[src/eesb_map.vh]
`ifndef EESB_MAP_VH
`define EESB_MAP_VH
`define EESB_ADDR_W          8
`define EESB_ADDR_STATUS     8'h70
`define EESB_ADDR_GAIN       8'h72
`define EESB_STATUS_RESET    8'h00
`define EESB_BIT_CFG         0
`define EESB_BIT_OFF         1
`define EESB_BIT_ST          2
`define EESB_BIT_EXT         3
`define EESB_BIT_AMIN        4
`define EESB_BIT_AMAX        5
`define EESB_BIT_MTI         6
`define EESB_BIT_MT          7
`define EESB_PIN_SETTLE      3'd5
`endif

[src/eesb_sync.v]
`timescale 1ns/1ps
`default_nettype none
module eesb_sync (
  input  wire clk,
  input  wire arst_n,
  input  wire ce,
  input  wire din,
  output reg  dout
);
  reg s1_q;
  reg s2_q;
  reg s3_q;

  // three stages, change accepted when stages two and three agree
  always @(posedge clk or negedge arst_n) begin
    if (!arst_n) begin
      s1_q <= 1'b1;
      s2_q <= 1'b1;
      s3_q <= 1'b1;
      dout <= 1'b1;
    end else if (ce) begin
      s1_q <= din;
      s2_q <= s1_q;
      s3_q <= s2_q;
      if (s2_q == s3_q) begin
        dout <= s3_q;
      end
    end
  end
endmodule
`default_nettype wire

[src/eesb_status_bank.v]
`timescale 1ns/1ps
`default_nettype none
`include "eesb_map.vh"
module eesb_status_bank (
  input  wire       clk,
  input  wire       arst_n,
  input  wire       ce,
  input  wire       rd_en,
  input  wire [7:0] rd_addr,
  output reg  [7:0] rd_data,
  input  wire       pos_req,
  output wire       pos_err_bit,
  input  wire       angle_valid,
  input  wire       cfg_loading,
  input  wire       cfg_crc_err,
  input  wire       off_crc_err,
  input  wire       amp_high,
  input  wire       amp_low,
  input  wire       mt_input_err,
  input  wire       mt_internal_err,
  input  wire [3:0] coarse_gain_setting,
  input  wire [3:0] fine_gain_setting,
  input  wire       error_pin_n_in,
  output wire       error_pin_n_out,
  output wire       error_pin_n_oe
);
  reg  [7:0] status_q;
  reg  [7:0] status_d;
  reg  [7:0] gain_q;
  reg        drive_low_q;
  reg  [2:0] settle_q;
  wire       pin_sync;
  wire       status_rd;
  wire       ext_fault;
  wire [7:0] gain_prod;

  // product of coarse and fine gain
  function [7:0] gain_mul;
    input [3:0] a;
    input [3:0] b;
    begin
      gain_mul = a * b;
    end
  endfunction

  // error pin sampled through three flip-flops, then a filtered output flip-flop
  eesb_sync u_pin_sync (
    .clk    (clk),
    .arst_n (arst_n),
    .ce     (ce),
    .din    (error_pin_n_in),
    .dout   (pin_sync)
  );

  // pin low from outside while we are not driving it
  // masked until our own release has passed the synchroniser
  assign ext_fault = ~pin_sync & ~drive_low_q & (settle_q == 3'd0);
  assign status_rd = rd_en && (rd_addr == `EESB_ADDR_STATUS);
  assign gain_prod = gain_mul(coarse_gain_setting, fine_gain_setting);

  // open drain: drive low during config load
  always @(posedge clk or negedge arst_n) begin
    if (!arst_n) begin
      drive_low_q <= 1'b1;
      settle_q    <= `EESB_PIN_SETTLE;
    end else if (ce) begin
      drive_low_q <= cfg_loading | cfg_crc_err;
      if (drive_low_q) begin
        settle_q <= `EESB_PIN_SETTLE;
      end else if (settle_q != 3'd0) begin
        settle_q <= settle_q - 3'd1;
      end
    end
  end
  assign error_pin_n_out = 1'b0;
  assign error_pin_n_oe  = drive_low_q;

  // sticky flags, new events win over the read clear
  always @* begin
    status_d = status_rd ? `EESB_STATUS_RESET : status_q;
    status_d[`EESB_BIT_CFG]  = status_d[`EESB_BIT_CFG]  | cfg_crc_err;
    status_d[`EESB_BIT_OFF]  = status_d[`EESB_BIT_OFF]  | off_crc_err;
    status_d[`EESB_BIT_ST]   = status_d[`EESB_BIT_ST]   | (pos_req & ~angle_valid);
    status_d[`EESB_BIT_EXT]  = status_d[`EESB_BIT_EXT]  | ext_fault;
    status_d[`EESB_BIT_AMIN] = status_d[`EESB_BIT_AMIN] | amp_low;
    status_d[`EESB_BIT_AMAX] = status_d[`EESB_BIT_AMAX] | amp_high;
    status_d[`EESB_BIT_MTI]  = status_d[`EESB_BIT_MTI]  | mt_input_err;
    status_d[`EESB_BIT_MT]   = status_d[`EESB_BIT_MT]   | mt_internal_err;
  end

  // status, gain and read data registers
  always @(posedge clk or negedge arst_n) begin
    if (!arst_n) begin
      status_q <= `EESB_STATUS_RESET;
      gain_q   <= 8'h00;
      rd_data  <= 8'h00;
    end else if (ce) begin
      status_q <= status_d;
      gain_q   <= gain_prod;
      if (rd_en) begin
        case (rd_addr)
          `EESB_ADDR_STATUS: rd_data <= status_q;
          `EESB_ADDR_GAIN:   rd_data <= gain_q;
          default:           rd_data <= 8'h00;
        endcase
      end
    end
  end

  // error bit of position word: any flag set
  assign pos_err_bit = |status_q;
endmodule
`default_nettype wire

[config.mk]
export PLATFORM = sky130hd
export DESIGN_NAME = eesb_status_bank
export DESIGN_NICKNAME = d
export VERILOG_FILES = /design/src/eesb_sync.v /design/src/eesb_status_bank.v
export VERILOG_INCLUDE_DIRS = /design/src
export SDC_FILE = /design/constraint.sdc
export NUM_CORES = 1
export LEC_CHECK = 0
export BUFFER_PORTS_ARGS = -buffer_cell sky130_fd_sc_hd__buf_2
export CAP_MARGIN = 40
export CORE_ASPECT_RATIO = 0.7
export CORE_UTILIZATION = 49
export CTS_CLUSTER_DIAMETER = 30
export DETAILED_ROUTE_END_ITERATION = 8
export PLACE_DENSITY = 0.8
export SYNTH_ARGS = -nofsm -noshare
export SYNTH_HDL_FRONTEND = slang
export SYNTH_SLANG_ARGS = --single-unit
[constraint.sdc]
create_clock -name clk -period 1.22 [get_ports clk]
set_input_delay 0.122 -clock clk [delete_from_list [all_inputs] [get_ports clk]]
set_output_delay 0.122 -clock clk [all_outputs]
set_load 0.005 [all_outputs]
==> flow_summary.toml, run 1 <==
[min_path]
hp-class = "primary input to flop"

[drt]
drtIter0Drc = 115
drc = 0
via_count = 1575
drt_pre_antenna_iters = 4
via_per_inst = 5.22
wl_um = 4360
wl_per_cell_um = 14.4
ant_nets = 0

[sta]
final-max-slew-violation-count = 0
timing.final.crit_share_pct = 163
fin_ws_ns = -0.772
setup_tns_ns = -3.44
hold_viol_final = 0
rsz0062_at_grt = "yes"
finClkSkew_ns = 0.00535
setup_violations = 7
min_period_ns = 1.99
fmax_mhz = 502

[job]
maxCapViolCount = 0

[floorplanning]
ios = 41
rows = 18
core_um2 = 3630
start_util_pct = 52.7
design.die.area_um2 = 4160
chipWidth_um = 76.7
die_h_um = 54.3

[logic_synthesis]
synthesis.nets = 229
ys_warn_count = 0
synthTopCellsByArea = "dfrtp_1, dfstp_2, ha_1, mux2i_1, fa_1"
netlist-cell-type-count = 42
synth-edff-count = 0
yosysMostFrequentCell = "dfrtp_1"
netlist_top_cells_count = "dfrtp_1, nand2_1, inv_1"
synth_area_per_cell_um2 = 10.6
seq_area_frac_synth_pct = 42.3
netlist_area_um2 = 1910
yosys.area.top_type_share_pct = 32.7
syn_inst = 181
synthArstFlopShare_pct = 100
yosysTopAreaCell = "dfrtp_1"
synth-seq-cells = 32
synth_ff_type = "dfrtp_1"

[power_and_ir_drop]
p_leak_nw = 1.32
powerDensity_nw_per_um2 = 1280
p_total_mw = 3.49
max-vdd-ir-drop_mv = 0.984

[placement]
dp_cells = 287
dp_hpwl_um = 3120
gp_congestion = 0.778
numPortBuffers = 39
placed_area_um2 = 2400

[cts]
clkLatencyLatePin_ns = 0.29
clock_path_buffers = 2
clk_pin_slew_worst_paths_ns = 0.07
htreeDepth = 2
cts.sinks = 32
clock-root-buffer = "clkbuf_8"
cts_tree = "yes"
cts_buffers = 5

[setup_path]
start_kind = "primary input"
required_ns = 1.39
critPathArrivalTime_ns = 2.16
cp-end-kind = "flop"
crit_type = "primary input to flop"
cp_max_fo = 3

[global_route]
grt_pass1_wl_um = 6930
gr-total-overflow = 0
antenna_found_initial = 0
grt_start_max_net_pins = 33
grtUsageTotal_pct = 22.4
grt_pass1_vias = 1470

[outcome]
failed_checks = "negative setup slack"
status = "finished, violations left"

[final_layout]
area_growth_pct = 42.5
final_nets = 299
fillCellCount = 224
drive_gt1_share_pct = 45.6
final_area_um2 = 2720
num_antenna_cells = 0
final_core_util_pct = 75.1
instances_no_fill = 302
==> power breakdown <==
group / internal [mW] / total [mW] / switching, mW / leakage [nW]
logic: 0.569 / 1.02 / 0.450 / 0.889
registers: 1.24 / 1.35 / 0.109 / 0.371
clock network: 0.720 / 1.12 / 0.399 / 0.0645
total: 2.53 / 3.49 / 0.959 / 1.32
==> final cells by class <==
class | count | area, um^2 | area share (%)
multi-input combinational | 128 | 1180 | 43.4
sequential | 32 | 810 | 29.7
timing repair buffer | 69 | 485 | 17.8
clock buffer | 7 | 96.3 | 3.54
tap | 50 | 62.6 | 2.30
inverter | 15 | 58.8 | 2.16
clock inverter | 1 | 30.0 | 1.10
==> worst max-delay path, stage by stage <==
cell and delay (ns):
buf_8 0.08, nand2_4 0.04, fa_1 0.48, fa_1 0.53
inv_2 0.06, ha_4 0.26, a211oi_2 0.06, o2111a_1 0.22
or3_1 0.29
==> state kept, by name (all words and copies together), names as in the netlist <==
register         count
gain_q               8
rd_data              8
status_q             8
settle_q             3
error_pin_n_oe       1
u_pin_sync.dout      1
u_pin_sync.s1_q      1
u_pin_sync.s2_q      1
u_pin_sync.s3_q      1
==> cells by family after synthesis <==
logic type	share of synthesized area, %
flip-flops	42.3
XOR/XNOR	0.458
other	0.196
AND/OR/NAND/NOR	17.6
buffers and inverters	4.84
multiplexers	8.77
AO/OA/AOI/OAI	12.4
adder cells (fa/ha/maj)	13.4
==> cell usage in the layout (no fill, tap or decap), types with 2 or more instances in the layout <==
cell type and instances:
buf_2 34, nor3_1 2, mux2i_1 10, nor2_1 3, dfstp_2 7, buf_8 4
nor2b_1 2, ha_4 7, buf_4 27, o21ai_0 8, inv_2 2, o21ai_1 4
o211ai_1 2, mux2_4 2, clkbuf_8 7, a22o_1 6, dfrtp_1 25, a21o_1 3
nand2b_1 3, a21oi_1 5, and2_1 6, buf_6 2, nand3b_1 3, nand2_1 17
and2_4 2, inv_1 12, fa_1 3, mux2_2 4, ha_1 7
==> metrics by stage <==
step | setup WS, ns | hold WS (ns)
2_1_floorplan | -0.964 | -0.174
3_3_place_gp | -1.15 | 0.156
3_5_place_dp | -1.19 | 0.159
4_1_cts | -0.810 | 0.0562
5_1_grt | -0.834 | 0.0501
6_report | -0.772 | 0.0540
==> worst paths after layout <==
path                                        startpoint         endpoint  slack (ns)  cells after the start
worst max-delay path            coarse_gain_setting[1]        gain_q[7]       -0.77                      9
worst min-delay path                      mt_input_err      status_q[6]        0.05                      2
worst max register to register             settle_q[0]      settle_q[1]        0.02                      5
worst min register to register              rd_data[0]       rd_data[0]        0.48                      2
max in group asynchronous                       arst_n  u_pin_sync.dout        0.52                      3
min in group asynchronous                       arst_n      settle_q[1]        0.38                      3
==> per-layer routing <==
layer | track usage (%) | share of wire (%) | vias up
li1 | - | - | 775
met1 | 31.7 | 50 | 766
met2 | 34.5 | 45 | 30
met3 | 5.00 | 3.7 | 4
met4 | 7.69 | 0.57 | 0
met5 | 0 | 0 | -
==> timing repair <==
action | CTS | global route
setup buffers | 5 | 1
setup endpoints to repair | 10 | 11
hold buffers | 1 | 0
gates resized for setup | 25 | 11
hold endpoints to repair | 25 | 0
pin swaps | 17 | 11
cloned | 0 | 0
(Power assumes the default switching activity.)
==> run 2: changes to the inputs <==
Settings changed: ABC_CLOCK_PERIOD_IN_PS set to 1220, BUFFER_PORTS_ARGS -buffer_cell sky130_fd_sc_hd__buf_2 to not set, DONT_BUFFER_PORTS set to 1, PLACE_DENSITY 0.8 to 0.7.
==> run 2 against run 1 <==
Compared with the run above:
- the run still ends with negative setup slack left
- critical endpoint unchanged
- cell area decreased by 10%
- first-iteration DRC count down 1.7%
- highest routed layer unchanged
- non-clock buffer count is 46 lower
==> flow_summary.toml, run 2 (synthesis gave the netlist of run 1 again) <==
[outcome]
status = "finished, violations left"
failed_checks = "negative setup slack"

[sta]
fmax_mhz = 517
worstMarginPinSlew_ns = 0.510
slew_headroom_pct = 65.9
final-max-slew-violation-count = 0
min_period_ns = 1.93
hold_viol_final = 0
finClkSkew_ns = 0.00597
timing.final.crit_share_pct = 159
setup_violations = 6
fin_hold_ws_ns = 0.00517
fin_ws_ns = -0.715
rsz0062_at_grt = "yes"

[power_and_ir_drop]
p_leak_nw = 1.08
max-vdd-ir-drop_mv = 1.04
powerDensity_nw_per_um2 = 1300

[drt]
via_count = 1467
drtIter0Drc = 113
drt_pre_antenna_iters = 4
wl_per_cell_um = 16.1
drc = 0
ant_nets = 0
via_per_inst = 5.73
wl_um = 4120

[placement]
pre_cts_ws_ns = -1.00
dp_cells = 232
dp_hpwl_um = 2800
gp_congestion = 0.757
numPortBuffers = 0

[setup_path]
worstReg2RegStart = "settle_q[0]"
rrSetupSlack_ns = -0.02
cp-end-kind = "flop"
crit_type = "primary input to flop"
r2r_end = "settle_q[1]"
cp_max_fo = 4
required_ns = 1.38
cp-startpoint = "coarse_gain_setting[2]"
critPathArrivalTime_ns = 2.09
start_kind = "primary input"
r2r_cells = 5

[global_route]
gr-total-overflow = 0
grtUsageTotal_pct = 21.8
grt_start_max_net_pins = 33
grt_pass1_wl_um = 6730
grt_pass1_vias = 1435
antenna_found_initial = 0

[job]
maxCapViolCount = 0

[final_layout]
final_cell_mix = "dfrtp_1, nand2_1, dlygate4sd3_1, inv_1, mux2i_1"
instances_no_fill = 256
final_core_util_pct = 67.6
area_growth_pct = 28.3
final_nets = 253
reg_top3 = "gain_q: 8 flops, rd_data: 8 flops, status_q: 8 flops"
final_common_cell = "dfrtp_1"
drive_gt1_share_pct = 27.2
num_antenna_cells = 0

[floorplanning]
core_um2 = 3630
chipWidth_um = 76.7
start_util_pct = 52.7
rows = 18
die_h_um = 54.3
ios = 41
design.die.area_um2 = 4160

[cts]
cts_tree = "yes"
clock-root-buffer = "clkbuf_8"
clk_pin_slew_worst_paths_ns = 0.07
clkLatencyLatePin_ns = 0.28
htreeDepth = 2
cts.sinks = 32
cts_buffers = 5
clock_path_buffers = 2

[min_path]
whs_endpoint = "settle_q[0]"
whs_path_depth = 2
worstHoldStart = "ce"
hp-class = "primary input to flop"
==> run 2: cell types whose count changed in the layout (fill, tap and decap cells not counted), moves of 2 or more <==
cell | previous run | this run
buf_8 | 4 | 0
buf_6 | 2 | 0
buf_4 | 27 | 8
buf_2 | 34 | 0
dlygate4sd3_1 | 1 | 14
clkbuf_8 | 7 | 5
==> run 2: how the worst max path moves through the flow <==
stage	to	depth (start not counted)	slack [ns]
3_5_place_dp	gain_q[7]	8	-1.00
3_3_place_gp	gain_q[7]	8	-0.96
5_1_grt	gain_q[7]	8	-0.77
2_1_floorplan	gain_q[7]	8	-0.96
6_report	gain_q[7]	8	-0.71
4_1_cts	gain_q[7]	8	-0.71
==> run 2: power by group <==
part	total, mW	leakage, nW	switching [mW]	internal [mW]
logic	0.829	0.656	0.373	0.457
registers	1.36	0.371	0.123	1.24
clock network	0.988	0.0552	0.382	0.606
total	3.18	1.08	0.877	2.30
==> run 2: area by class of cell <==
cell class	count	area, um^2
clock buffers	6	72.6
repair buffers	23	220
flip-flops and latches	32	810
clock inverters	2	35.0
well taps	50	62.6
multi-input cells	128	1190
fillers	261	1170
inverters	15	58.8
==> run 2: worst max-delay path, cell delays in order <==
cell and delay (ns):
nand2_8 0.03, fa_1 0.48, fa_1 0.54, inv_2 0.05, ha_4 0.26, a211oi_2 0.06
o2111a_1 0.24, or3_1 0.31
==> run 2: repair_timing <==
item,CTS,global route
endpoints found under the hold margin,44,2
setup endpoints to repair,10,10
hold buffers,13,2
pin swaps,7,5
buffers inserted,1,0
resized for setup,14,9
==> run 2: per-stage QoR <==
| stage | cell area (um^2) | setup TNS [ns] | total power [mW] |
|---|---|---|---|
| 2_1_floorplan | 2000 | -3.93 | 1.80 |
| 3_3_place_gp | 2080 | -4.44 | 1.89 |
| 3_5_place_dp | 2080 | -4.68 | 1.94 |
| 4_1_cts | 2400 | -2.95 | 3.09 |
| 5_1_grt | 2450 | -3.42 | 3.37 |
| 6_report | 2450 | -3.09 | 3.18 |
==> run 2: per-layer routing <==
layer  track usage (%)  vias to the layer above  wire [um]
met3              5.67                        8        210
met2              37.5                       41       1950
met1              27.1                      733       1900
li1                  -                      685          -
met4              8.33                        0         60
met5                 0                        -          0
==> run 3: changes to the inputs <==
Settings changed: ABC_CLOCK_PERIOD_IN_PS 1220 to 1800, PLACE_DENSITY 0.7 to 0.68.
Clock period 1.22 ns to 1.8 ns, I/O delays scaled along.
==> run 3 against run 2 <==
Compared with the run above:
- register-to-register slack better by 0.52 ns
- the run still ends with negative setup slack left
- via count down 8.3%
- clock power decreased by 42%
- setup slack gained 0.51 ns
- critical path type unchanged
- clock-buffer cell count is 1 higher
- utilization fell by 7.8 points
==> flow_summary.toml, run 3 (synthesis gave the netlist of run 1 again) <==
[placement]
placed_area_um2 = 2030
dp_hpwl_um = 2780
gp_congestion = 0.770
numPortBuffers = 0

[setup_path]
start_kind = "primary input"
r2r_cells = 5
worstReg2RegStart = "settle_q[0]"
cp_max_fo = 4
r2r_end = "settle_q[1]"
rrSetupSlack_ns = 0.50
critPathArrivalTime_ns = 2.16
cp-end-kind = "flop"
required_ns = 1.96
crit_type = "primary input to flop"

[power_and_ir_drop]
max-vdd-ir-drop_mv = 0.505
p_sw_uw = 511
comb_power_share_pct = 21.4
powerDensity_nw_per_um2 = 865
swShare_pct = 27.2
sequentialPowerShare_pct = 48.2
p_leak_nw = 1.00
p_int_mw = 1.37
power.share.clock_pct = 30.3

[floorplanning]
die_h_um = 54.3
rows = 18
chipWidth_um = 76.7
start_util_pct = 52.7
core_um2 = 3630
design.die.area_um2 = 4160
ios = 41

[final_layout]
multi_input_area_um2 = 1050
num_antenna_cells = 0
final_cell_mix = "dfrtp_1, nand2_1, inv_1, ha_1, o21ai_0"
ff_latch_area_um2 = 810
fillCellCount = 309
final_area_um2 = 2170
final_core_util_pct = 59.8
area_growth_pct = 13.5
reg_top3 = "gain_q: 8 flops, rd_data: 8 flops, status_q: 8 flops"
final_nets = 240
drive_gt1_share_pct = 19.2
final_common_cell = "dfrtp_1"

[cts]
clkLatencyLatePin_ns = 0.28
cts.sinks = 32
htreeDepth = 2
cts_buffers = 5
clock-root-buffer = "clkbuf_8"
cts_tree = "yes"
cts_setup_buffers = 0
clk_pin_slew_worst_paths_ns = 0.07
clock_path_buffers = 2

[outcome]
failed_checks = "negative setup slack"
status = "finished, violations left"

[min_path]
whs_endpoint = "settle_q[2]"
whs_path_depth = 2
worstHoldStart = "ce"
hp-class = "primary input to flop"

[drt]
via_count = 1345
via_per_inst = 5.53
wl_per_cell_um = 14.9
ant_nets = 0
drt_pre_antenna_iters = 4
drc = 0
drtIter0Drc = 18
wl_um = 3620

[global_route]
grt_pass1_vias = 1353
antenna_found_initial = 0
busiest_layer = "met2"
grt_pass1_wl_um = 6040
gr-usage-met1_pct = 24.5
grtUsageTotal_pct = 19.6
gr-total-overflow = 0
grt_use_met2_pct = 32.3
grt_start_max_net_pins = 36
use_met3_pct = 6.50

[sta]
rsz0062_at_grt = "yes"
fin_ws_ns = -0.200
timing.final.crit_share_pct = 111
final-max-slew-violation-count = 0
min_period_ns = 2.00
hold_viol_final = 0
setup_violations = 3
fmax_mhz = 500
finClkSkew_ns = 0.00397

[job]
maxCapViolCount = 0
-- run 3: cell types whose count changed in the layout (fill, tap and decap cells not counted), sizes merged --
cell / previous run / this run
clkinv: 1 / 0
dlygate4sd3: 14 / 2
clkinvlp: 0 / 1
bufinv: 1 / 0
buf: 9 / 8
clkbuf: 6 / 7
-- run 3: routing by layer --
metal / share of wire [%] / wire length [um] / vias to the layer above
li1: - / - / 655
met1: 47 / 1680 / 659
met2: 47 / 1710 / 27
met4: 1.1 / 39 / 0
met5: 0 / 0 / -
met3: 5.0 / 180 / 4
-- run 3: area by class of cell --
| class | count | area share (%) |
|---|---|---|
| Multi-Input combinational cell | 128 | 48.6 |
| Sequential cell | 32 | 37.3 |
| Inverter | 15 | 2.60 |
| Clock inverter | 1 | 0.346 |
| Tap cell | 50 | 2.88 |
| Timing Repair Buffer | 10 | 4.27 |
| Clock buffer | 7 | 3.98 |
-- run 3: power by group through the flow --
stage / Sequential (mW) / Combinational [mW] / Clock [mW]
after floorplan: 0.891 / 0.309 / 0
after global placement: 0.910 / 0.356 / 0
after detailed placement: 0.915 / 0.375 / 0
after CTS: 0.903 / 0.408 / 0.584
after global routing: 0.916 / 0.464 / 0.626
final: 0.906 / 0.403 / 0.569
-- run 3: worst max-delay path by stage --
stage	startpoint	end	slack (ns)	cells after the start
5_1_grt	fine_gain_setting[1]	gain_q[7]	-0.26	8
3_5_place_dp	coarse_gain_setting[2]	gain_q[7]	-0.51	8
3_3_place_gp	coarse_gain_setting[2]	gain_q[7]	-0.44	8
6_report	fine_gain_setting[1]	gain_q[7]	-0.20	8
2_1_floorplan	coarse_gain_setting[2]	gain_q[7]	-0.44	8
4_1_cts	coarse_gain_setting[2]	gain_q[7]	-0.20	8
-- run 3: critical path, cell delays in order --
cell and delay (ns):
nand2_8 0.03, fa_1 0.49, fa_1 0.54, inv_2 0.05, ha_4 0.26, a211oi_2 0.06, o2111a_1 0.23, or3_1 0.30
-- run 3: stage by stage --
stage	setup slack, ns	power [mW]	TNS (ns)	instances	hold WS (ns)
2_1_floorplan	-0.442	1.20	-1.23	181	-0.116
3_3_place_gp	-0.441	1.27	-1.69	232	-0.115
3_5_place_dp	-0.505	1.29	-1.96	232	-0.115
4_1_cts	-0.200	1.90	-0.504	243	0.00641
5_1_grt	-0.255	2.01	-0.716	243	0.0101
6_report	-0.200	1.88	-0.542	243	0.0264
-- run 3: repair_timing --
action	in CTS	in global routing
hold buffers	3	0
pin swaps	0	4
resized for setup	2	0
setup endpoints to repair	3	4
hold endpoints to repair	35	0
